File: src/inc/pdt_pkg.sv
package pdt_pkg;
    // command codes on the configuration port
    localparam logic [7:0] CMD_CLEAR_FAULTS   = 8'h03;
    localparam logic [7:0] CMD_STORE_ALL      = 8'h11;
    localparam logic [7:0] CMD_RESTORE_ALL    = 8'h12;
    localparam logic [7:0] CMD_TMO_REACTION   = 8'h63;
    localparam logic [7:0] CMD_SHUTDOWN_WAIT  = 8'h64;
    localparam logic [7:0] CMD_SHUTDOWN_RAMP  = 8'h65;
    // startup timeout reaction byte layout
    localparam int         POLICY_BIT         = 7;
    localparam int         RETRY_HI           = 5;
    localparam int         RETRY_LO           = 3;
    localparam logic [2:0] RESTART_MULT_CODE  = 3'h7;
    localparam logic [2:0] RETRY_NONE         = 3'h0;
    localparam logic [2:0] RETRY_ALWAYS       = 3'h7;
    localparam logic       POLICY_RESET       = 1'h1;
    // timing registers: fixed exponent, 7 writable mantissa bits
    localparam int         MANT_W             = 7;
    localparam logic [8:0] TIME_UPPER_FIXED   = 9'h000;
    localparam logic [6:0] MANT_RESET         = 7'h00;
    // bucket table: mantissa upper bound and resulting milliseconds
    localparam int         NBKT               = 10;
    localparam logic [6:0] BKT_HI [NBKT]      = '{7'h06, 7'h09, 7'h0C, 7'h11, 7'h16,
                                                   7'h20, 7'h2C, 7'h3E, 7'h56, 7'h7F};
    localparam logic [6:0] BKT_MS [NBKT]      = '{7'h00, 7'h07, 7'h0A, 7'h0E, 7'h13,
                                                   7'h1B, 7'h25, 7'h34, 7'h48, 7'h64};
    localparam logic [6:0] FALL_MIN_MS        = 7'h01;
    // time base
    localparam int         CLK_PERIOD_NS      = 10;
    localparam int         MS_NS              = 1000000;
    localparam int         MS_CYCLES          = MS_NS / CLK_PERIOD_NS;
    localparam int         PRE_W              = 20;
    localparam int         MS_W               = 10;
    localparam logic [9:0] RESTART_MULT       = 10'h007;
    typedef enum logic [2:0] {
        PDT_OFF, PDT_ON, PDT_WAIT, PDT_FALL, PDT_LATCH, PDT_RETRY
    } pdt_state_type;
endpackage

File: src/inc/pdt_map_if.sv
`timescale 1ns/1ps
interface pdt_map_if;
    logic [6:0] mant [2];
    logic [6:0] ms   [2];
    modport mapper (input mant, output ms);
    modport user   (output mant, input ms);
endinterface

File: src/logic/pdt_bucket_map.sv
`timescale 1ns/1ps
module pdt_bucket_map (
    pdt_map_if.mapper m
);
    import pdt_pkg::*;

    // channel 0 is the wait, channel 1 the ramp with its 1 ms floor
    for (genvar i = 0; i < 2; i++) begin : g_chan
        always_comb begin
            logic found;
            found = 1'b0;
            m.ms[i] = BKT_MS[NBKT-1];
            if (m.mant[i] == 7'h00) begin
                m.ms[i] = (i == 1) ? FALL_MIN_MS : 7'h00;
                found = 1'b1;
            end
            for (int k = 0; k < NBKT; k++) begin
                if (!found && m.mant[i] <= BKT_HI[k]) begin
                    m.ms[i] = (k == 0) ? m.mant[i] : BKT_MS[k];
                    found = 1'b1;
                end
            end
        end
    end
endmodule

File: src/logic/pdt_shutdown_cfg.sv
`timescale 1ns/1ps
// Contract
// - policy clear: timeout ignored, keep regulating
// - ignore mode still flags and alerts
// - policy set (default): shut down, follow retry
// - retry 000: stay off until cleared
// - retry 111: soft start again, unlimited
// - retry field resets to 111
// - bad retry code: discard, flag, alert
// - store bit 5, replicate on restore
// - wait from stop to ramp start
// - fixed exponent, seven writable mantissa bits
// - timing mantissas reset to zero
// - sixteen supported delay values
// - delay bucket mapping table
// - ramp time from wait end to zero
// - ramp zero or one gives 1 ms
// - store command saves timing settings
// - timeout sets status, asserts alert
// - reaction low bits read 0x7
module pdt_shutdown_cfg #(
    parameter int CYC_PER_MS = pdt_pkg::MS_CYCLES
) (
    input  wire logic        clk,
    input  wire logic        rst_n,
    input  wire logic        cmd_valid,
    input  wire logic        cmd_write,
    input  wire logic [7:0]  cmd_code,
    input  wire logic [15:0] cmd_wdata,
    input  wire logic        run_cmd,
    input  wire logic        startup_timeout_fault,
    input  wire logic        tmo_alert_mask,
    input  wire logic [6:0]  startup_ramp_ms,
    output logic      [15:0] rd_data,
    output logic             rd_valid,
    output logic             output_enable,
    output logic             ramp_down_active,
    output logic             soft_start_go,
    output logic             startup_timeout_flag,
    output logic             cml_flag,
    output logic             invalid_data_flag,
    output logic             smb_alert_out,
    output logic             smb_alert_oe
);
    import pdt_pkg::*;

    typedef struct packed {
        pdt_state_type    st;
        logic             policy;
        logic [2:0]       retry;
        logic [6:0]       dly;
        logic [6:0]       fall;
        logic             nv_policy;
        logic             nv_retry5;
        logic [6:0]       nv_dly;
        logic [6:0]       nv_fall;
        logic             tmo;
        logic             cml;
        logic             ivd;
        logic [PRE_W-1:0] pre;
        logic [MS_W-1:0]  ms;
        logic [15:0]      rdata;
        logic             rvalid;
        logic             out_en;
        logic             ramp_dn;
        logic             ss_go;
        logic             alert;
        logic [1:0]       run_sy;
        logic [2:0]       flt_sy;
    } pdt_regs_type;

    pdt_regs_type r;
    pdt_regs_type next_r;
    pdt_map_if    map ();
    logic         wr;
    logic         rd;
    logic         fault_evt;
    logic         run;
    logic         tick;
    logic [2:0]   new_retry;
    logic [9:0]   eff_dly;
    logic [9:0]   eff_fall;
    logic [9:0]   restart_ms;
    logic [7:0]   reaction_byte;

    pdt_bucket_map u_map (
        .m (map.mapper)
    );

    // decoded strobes and mapped times
    assign map.mant[0]   = r.dly;
    assign map.mant[1]   = r.fall;
    assign eff_dly       = {3'h0, map.ms[0]};
    assign eff_fall      = {3'h0, map.ms[1]};
    assign restart_ms    = 10'(RESTART_MULT * {3'h0, startup_ramp_ms});
    assign wr            = cmd_valid && cmd_write;
    assign rd            = cmd_valid && !cmd_write;
    assign run           = r.run_sy[1];
    assign fault_evt     = r.flt_sy[1] && !r.flt_sy[2];
    assign tick          = (r.pre == PRE_W'(CYC_PER_MS - 1));
    assign new_retry     = cmd_wdata[RETRY_HI:RETRY_LO];
    assign reaction_byte = {r.policy, 1'b0, r.retry, RESTART_MULT_CODE};

    // next-state logic for registers, flags and the off sequencer
    always_comb begin
        next_r        = r;
        next_r.run_sy = {r.run_sy[0], run_cmd};
        next_r.flt_sy = {r.flt_sy[1:0], startup_timeout_fault};
        next_r.rvalid = rd;
        next_r.ss_go  = 1'b0;
        // millisecond time base
        next_r.pre    = tick ? '0 : r.pre + 1'b1;
        next_r.ms     = tick ? r.ms + 1'b1 : r.ms;
        // register reads
        if (rd) begin
            unique case (cmd_code)
                CMD_TMO_REACTION:  next_r.rdata = {8'h00, reaction_byte};
                CMD_SHUTDOWN_WAIT: next_r.rdata = {TIME_UPPER_FIXED, r.dly};
                CMD_SHUTDOWN_RAMP: next_r.rdata = {TIME_UPPER_FIXED, r.fall};
                default:           next_r.rdata = 16'h0000;
            endcase
        end
        // register writes and memory commands
        if (wr) begin
            unique case (cmd_code)
                CMD_TMO_REACTION: begin
                    if (new_retry == RETRY_NONE || new_retry == RETRY_ALWAYS) begin
                        next_r.policy = cmd_wdata[POLICY_BIT];
                        next_r.retry  = new_retry;
                    end else begin
                        next_r.cml = 1'b1;
                        next_r.ivd = 1'b1;
                    end
                end
                CMD_SHUTDOWN_WAIT: next_r.dly  = cmd_wdata[MANT_W-1:0];
                CMD_SHUTDOWN_RAMP: next_r.fall = cmd_wdata[MANT_W-1:0];
                CMD_STORE_ALL: begin
                    next_r.nv_policy = r.policy;
                    next_r.nv_retry5 = r.retry[2];
                    next_r.nv_dly    = r.dly;
                    next_r.nv_fall   = r.fall;
                end
                CMD_RESTORE_ALL: begin
                    next_r.policy = r.nv_policy;
                    next_r.retry  = {3{r.nv_retry5}};
                    next_r.dly    = r.nv_dly;
                    next_r.fall   = r.nv_fall;
                end
                CMD_CLEAR_FAULTS: begin
                    next_r.tmo = 1'b0;
                    next_r.cml = 1'b0;
                    next_r.ivd = 1'b0;
                end
                default: ;
            endcase
        end
        // timeout flag is set in every policy; set wins over clear
        if (fault_evt) begin
            next_r.tmo = 1'b1;
        end
        // sequencer
        unique case (r.st)
            PDT_OFF: begin
                next_r.out_en  = 1'b0;
                next_r.ramp_dn = 1'b0;
                if (run) begin
                    next_r.ss_go  = 1'b1;
                    next_r.out_en = 1'b1;
                    next_r.st     = PDT_ON;
                end
            end
            PDT_ON: begin
                if (!run) begin
                    next_r.st  = PDT_WAIT;
                    next_r.pre = '0;
                    next_r.ms  = '0;
                end else if (fault_evt && r.policy) begin
                    next_r.out_en = 1'b0;
                    next_r.pre    = '0;
                    next_r.ms     = '0;
                    next_r.st     = (r.retry == RETRY_NONE) ? PDT_LATCH : PDT_RETRY;
                end
            end
            PDT_WAIT: begin
                if (r.ms >= eff_dly) begin
                    next_r.st      = PDT_FALL;
                    next_r.ramp_dn = 1'b1;
                    next_r.pre     = '0;
                    next_r.ms      = '0;
                end
            end
            PDT_FALL: begin
                if (r.ms >= eff_fall) begin
                    next_r.st      = PDT_OFF;
                    next_r.ramp_dn = 1'b0;
                    next_r.out_en  = 1'b0;
                end
            end
            PDT_LATCH: begin
                next_r.out_en = 1'b0;
                if (!run || (wr && cmd_code == CMD_CLEAR_FAULTS)) begin
                    next_r.st = PDT_OFF;
                end
            end
            PDT_RETRY: begin
                if (!run) begin
                    next_r.st = PDT_OFF;
                end else if (r.ms >= restart_ms) begin
                    next_r.ss_go  = 1'b1;
                    next_r.out_en = 1'b1;
                    next_r.st     = PDT_ON;
                end
            end
        endcase
        // open-drain alert pulled low while any unmasked source is set
        next_r.alert = (next_r.tmo && !tmo_alert_mask) || next_r.cml;
    end

    // state register
    always_ff @(posedge clk or negedge rst_n) begin
        if (!rst_n) begin
            r           <= '0;
            r.st        <= PDT_OFF;
            r.policy    <= POLICY_RESET;
            r.retry     <= RETRY_ALWAYS;
            r.dly       <= MANT_RESET;
            r.fall      <= MANT_RESET;
            r.nv_policy <= POLICY_RESET;
            r.nv_retry5 <= 1'b1;
            r.nv_dly    <= MANT_RESET;
            r.nv_fall   <= MANT_RESET;
        end else begin
            r <= next_r;
        end
    end

    // outputs straight from flops, except smb_alert_out which is tied low
    assign rd_data              = r.rdata;
    assign rd_valid             = r.rvalid;
    assign output_enable        = r.out_en;
    assign ramp_down_active     = r.ramp_dn;
    assign soft_start_go        = r.ss_go;
    assign startup_timeout_flag = r.tmo;
    assign cml_flag             = r.cml;
    assign invalid_data_flag    = r.ivd;
    assign smb_alert_out        = 1'b0;
    assign smb_alert_oe         = r.alert;

    // checks
    property p_ignore_keeps_on;
        @(posedge clk) disable iff (!rst_n)
        (r.st == PDT_ON && run && fault_evt && !r.policy) |=> (r.st == PDT_ON && r.out_en);
    endproperty
    a_ignore_keeps_on: assert property (p_ignore_keeps_on)
        else $error("ignore mode left regulation");

    property p_flag_alert;
        @(posedge clk) disable iff (!rst_n)
        (fault_evt && !tmo_alert_mask) |=> (r.tmo && smb_alert_oe);
    endproperty
    a_flag_alert: assert property (p_flag_alert)
        else $error("timeout did not flag and alert");

    property p_shutdown;
        @(posedge clk) disable iff (!rst_n)
        (r.st == PDT_ON && run && fault_evt && r.policy) |=> !output_enable;
    endproperty
    a_shutdown: assert property (p_shutdown)
        else $error("no shutdown on timeout");

    property p_latch_off;
        @(posedge clk) disable iff (!rst_n)
        (r.st == PDT_LATCH && run && !wr) |=> (!output_enable && r.st == PDT_LATCH);
    endproperty
    a_latch_off: assert property (p_latch_off)
        else $error("latched off left early");

    property p_retry_start;
        @(posedge clk) disable iff (!rst_n)
        (r.st == PDT_RETRY && run && r.ms >= restart_ms) |=> (soft_start_go && output_enable);
    endproperty
    a_retry_start: assert property (p_retry_start)
        else $error("retry did not restart");

    property p_bad_retry;
        @(posedge clk) disable iff (!rst_n)
        (wr && cmd_code == CMD_TMO_REACTION && new_retry != RETRY_NONE
            && new_retry != RETRY_ALWAYS) |=> (r.ivd && r.cml && $stable(r.retry));
    endproperty
    a_bad_retry: assert property (p_bad_retry)
        else $error("bad retry code not rejected");

    property p_restore_rep;
        @(posedge clk) disable iff (!rst_n)
        (wr && cmd_code == CMD_RESTORE_ALL) |=> (r.retry == {3{$past(r.nv_retry5)}});
    endproperty
    a_restore_rep: assert property (p_restore_rep)
        else $error("retry not replicated on restore");

    property p_wait_len;
        @(posedge clk) disable iff (!rst_n)
        (r.st == PDT_WAIT ##1 r.st == PDT_FALL) |-> ($past(r.ms) >= eff_dly);
    endproperty
    a_wait_len: assert property (p_wait_len)
        else $error("ramp started before wait ended");

    property p_read_upper;
        @(posedge clk) disable iff (!rst_n)
        (rd && (cmd_code == CMD_SHUTDOWN_WAIT || cmd_code == CMD_SHUTDOWN_RAMP))
            |=> (rd_valid && rd_data[15:7] == TIME_UPPER_FIXED);
    endproperty
    a_read_upper: assert property (p_read_upper)
        else $error("fixed timing bits not zero");

    property p_map_top;
        @(posedge clk) disable iff (!rst_n)
        (r.dly > BKT_HI[NBKT-2]) |-> (eff_dly == {3'h0, BKT_MS[NBKT-1]});
    endproperty
    a_map_top: assert property (p_map_top)
        else $error("top delay bucket wrong");

    property p_fall_min;
        @(posedge clk) disable iff (!rst_n)
        (r.fall <= 7'h01) |-> (eff_fall == {3'h0, FALL_MIN_MS});
    endproperty
    a_fall_min: assert property (p_fall_min)
        else $error("ramp floor not 1 ms");

    property p_store;
        @(posedge clk) disable iff (!rst_n)
        (wr && cmd_code == CMD_STORE_ALL) |=> (r.nv_dly == $past(r.dly)
            && r.nv_fall == $past(r.fall));
    endproperty
    a_store: assert property (p_store)
        else $error("timing not stored");
endmodule

File: config.mk
export PLATFORM = sky130hd
export DESIGN_NAME = pdt_shutdown_cfg
export DESIGN_NICKNAME = d
export VERILOG_FILES = /design/src/inc/pdt_pkg.sv /design/src/inc/pdt_map_if.sv /design/src/logic/pdt_bucket_map.sv /design/src/logic/pdt_shutdown_cfg.sv
export SDC_FILE = /design/constraint.sdc
export NUM_CORES = 1
export LEC_CHECK = 0
export BUFFER_PORTS_ARGS = -buffer_cell sky130_fd_sc_hd__buf_2
export CAP_MARGIN = 20
export CORE_ASPECT_RATIO = 1.75
export CORE_MARGIN = 2
export CORE_UTILIZATION = 44
export CTS_BUF_LIST = sky130_fd_sc_hd__clkbuf_4 sky130_fd_sc_hd__clkbuf_8
export CTS_CLUSTER_SIZE = 25
export DETAILED_ROUTE_END_ITERATION = 10
export HOLD_SLACK_MARGIN = 0.05
export MAX_ROUTING_LAYER = met4
export PLACE_DENSITY = 0.67
export REMOVE_ABC_BUFFERS = 1
export SKIP_LAST_GASP = 1
export SLEW_MARGIN = 10
export SYNTH_ARGS = -nofsm -noshare
export SYNTH_HDL_FRONTEND = slang
export SYNTH_SLANG_ARGS = --single-unit
File: constraint.sdc
create_clock -name clk -period 4.3 [get_ports clk]
set_input_delay 1.29 -clock clk [delete_from_list [all_inputs] [get_ports clk]]
set_output_delay 1.29 -clock clk [all_outputs]
set_load 0.005 [all_outputs]
==> flow_metrics.env <==
export IMPL_grt_overflow=0
export IMPL_seq_area_frac_synth_pct=39.1
export IMPL_timing_final_ws_setup_ns=-0.00298
export IMPL_startpoint_type="input port"
export IMPL_synth_top_area_share_pct=36.3
export IMPL_p_per_area_nw_per_um2=353
export IMPL_fin_setup_tns_ns=-0.00298
export IMPL_synth_top_area_cell="dfrtp_1"
export IMPL_final_seq_area_um2=2210
export IMPL_netlist_top_cells_area="dfrtp_1, ha_1, nor2_1"
export IMPL_p_leak_nw=3.06
export IMPL_drive_gt1_share_pct=19.7
export IMPL_grt_max_degree=89
export IMPL_drc=0
export IMPL_synthCells=599
export IMPL_netlist_area_um2=5650
export IMPL_place_congestion=0.873
export IMPL_rows=54
export IMPL_num_fill_cells=1163
export IMPL_async_reset_ff_share_pct=100
export IMPL_antennaDiodeCount=0
export IMPL_rsz0062_at_grt="true"
export IMPL_h_tree_depth=3
export IMPL_io_pins=63
export IMPL_fin_crit_ns=4.30
export IMPL_final_common_cell="dfrtp_1"
export IMPL_fin_crit_sh_pct=100
export IMPL_max_freq_ghz=0.232
export IMPL_peakVddDrop_v=0.000145
export IMPL_ys_warn_count=0
export IMPL_root_buffer="clkbuf_8"
export IMPL_synth_ff_type="dfrtp_1"
export IMPL_synth_edf_count=0
export IMPL_endpoint_kind="flop"
export IMPL_io_buffers=45
export IMPL_maxCapViolCount=0
export IMPL_synth_seq_cells=88
export IMPL_hpwlAfterDp_um=9310
export IMPL_start_util_pct=45.2
export IMPL_wl_per_cell_um=15.0
export IMPL_nets=724
export IMPL_dr_total_vias=4439
export IMPL_cts_clk_slew_worst_paths_ns=0.09
export IMPL_grt_pass1_vias=4586
export IMPL_drt_iter0_drc=247
export IMPL_dieArea_um2=13800
export IMPL_numCtsBuffers=9
export IMPL_drt_wl_total_um=12200
export IMPL_grtUsageTotal_pct=19.4
export IMPL_finClkSkew_ns=0.0111
export IMPL_multi_input_area_um2=3160
export IMPL_routed_via_density=5.43
export IMPL_cts_buffer_depth=2
export IMPL_synth_cell_types=64
export IMPL_clock_sinks=88
export IMPL_die_w_um=89.6
export IMPL_slew_viol_final=0
export IMPL_required_ns=4.55
export IMPL_die_h_um=154
export IMPL_final_hold_viol_count=0
export IMPL_core_um2=12500
export IMPL_antenna_found_initial=0
export IMPL_tightest_slew_ns=0.860
export IMPL_setup_viol=1
export IMPL_instances_no_fill=817
export IMPL_status="finished with violations"
export IMPL_hp_class="reg -> reg"
export IMPL_path_class="in -> reg"
export IMPL_cts_tree="done"
export IMPL_clk_latency_ns=0.36
export IMPL_violations="setup timing"
export IMPL_area_growth_pct=11.6
export IMPL_final_core_util_pct=50.4
export IMPL_holdBufCountCts=0
export IMPL_dr_pass1_iters=4
export IMPL_ant_nets=0
export IMPL_mostFrequentLayoutCells="dfrtp_1, nor2_1, nand2_1"
export IMPL_avgSynthCellArea_um2=9.43
export IMPL_post_place_cells=797
export IMPL_grt_pass1_wl_um=20700
export IMPL_critPathMaxFanout=3
export IMPL_critPathArrivalTime_ns=4.55
export IMPL_max_slew_margin_pct=42.6
worst max-delay path: stages:
cell and delay [ns]:
buf_8 0.10, fa_1 0.48, ha_2 0.22, fa_2 0.37, a21oi_2 0.14, nor2_1 0.06, nor2_1 0.13, buf_4 0.13
buf_4 0.09, buf_4 0.09, xnor2_1 0.05, ha_1 0.27, nand4_1 0.12, buf_4 0.16, o32ai_2 0.19, buf_4 0.17
o311ai_2 0.08, a311oi_1 0.30, o2bb2ai_1 0.09
layer usage:
metal / vias up / share of wire, % / global-route usage [%]
met3: 12 / 2.1 / 3.49
met2: 54 / 57 / 34.9
met5: - / 0 / -
met4: 0 / 1.5 / 5.69
met1: 2210 / 40 / 21.1
li1: 2163 / - / -
final timing paths:
check / startpoint / to / slack [ns] / cells after the start
setup / recovery: startup_ramp_ms[2] / output_enable / -0.003 / 19
hold / removal: next_r[1] / next_r[2] / 0.36 / 0
setup reg to reg: map.mant[4] / r[93] / 0.75 / 12
hold reg to reg: next_r[1] / next_r[2] / 0.36 / 0
max in group asynchronous: rst_n / r[30] / 2.77 / 1
min in group asynchronous: rst_n / r[62] / 0.97 / 1
logic make-up after synthesis:
group | count (synthesis) | synth area share [%]
compound gates | 125 | 14.6
xor+xnor | 32 | 4.96
fa+ha+maj | 43 | 10.4
buf+inv | 67 | 6.25
flops | 88 | 39.1
mux | 35 | 6.58
other cells | 1 | 0.0664
simple gates | 208 | 18.1
flip-flops by register name (all words and copies together) (netlist names):
signal / cells
rd_valid: 1
rd_data: 8
output_enable: 1
soft_start_go: 1
next_r: 3
smb_alert_oe: 1
cml_flag: 1
startup_timeout_flag: 1
r: 55
ramp_down_active: 1
map.mant: 14
invalid_data_flag: 1
cell type report:
type,instances,area share (%)
multi-input combinational,452,50.1
sequential,88,35.1
timing repair buffer,70,6.97
tap,168,3.34
clock buffer,10,2.08
inverter,23,1.37
clock inverter,6,1.07
synthesized netlist by cell type (all sizes together) (2+ instances only):
library cell and count:
nand4b 2, a22oi 6, mux2 17, a21oi 39
buf 29, dfrtp 82, inv 23, o21bai 2
a21o 9, o31ai 2, dfstp 6, a211oi 8
fa 7, nor4 6, ha 35, o21ai 28
clkbuf 15, a22o 4, and2 3, a31oi 2
nand2b 5, or2 5, nand2 48, nor3 8
nand4 9, nor2b 10, or3 2, and4 4
nor3b 2, o21a 6, nand3b 5, xor2 21
nor2 77, and3 4, nand3 17, o211ai 4
xnor2 11, o311ai 2, mux2i 18
power breakdown:
| part | switching [mW] | internal (mW) | leakage, nW |
|---|---|---|---|
| sequential | 0.0993 | 0.890 | 1.17 |
| clock | 0.295 | 0.277 | 0.0963 |
| combinational | 0.377 | 0.288 | 1.79 |
| total | 0.771 | 1.45 | 3.06 |
timing repair:
| item | in CTS | in global routing |
|---|---|---|
| buffers inserted | 2 | 2 |
| hold endpoints to repair | 0 | 0 |
| pin swaps | 16 | 5 |
| gates cloned | 0 | 0 |
| setup endpoints to repair | 2 | 3 |
| gates resized for setup | 12 | 8 |
stage by stage:
stage	instance area, µm²	worst slack, ns	hold slack [ns]	total power [mW]
after floorplan	5410	-0.0927	0.331	1.41
after global placement	6010	-0.478	0.331	1.62
after detailed placement	6010	-0.581	0.340	1.64
after CTS	6270	0.0122	0.361	2.24
after global routing	6300	-0.167	0.379	2.39
final	6300	-0.00298	0.357	2.23
No activity file was read; power rests on OpenSTA's default activity.
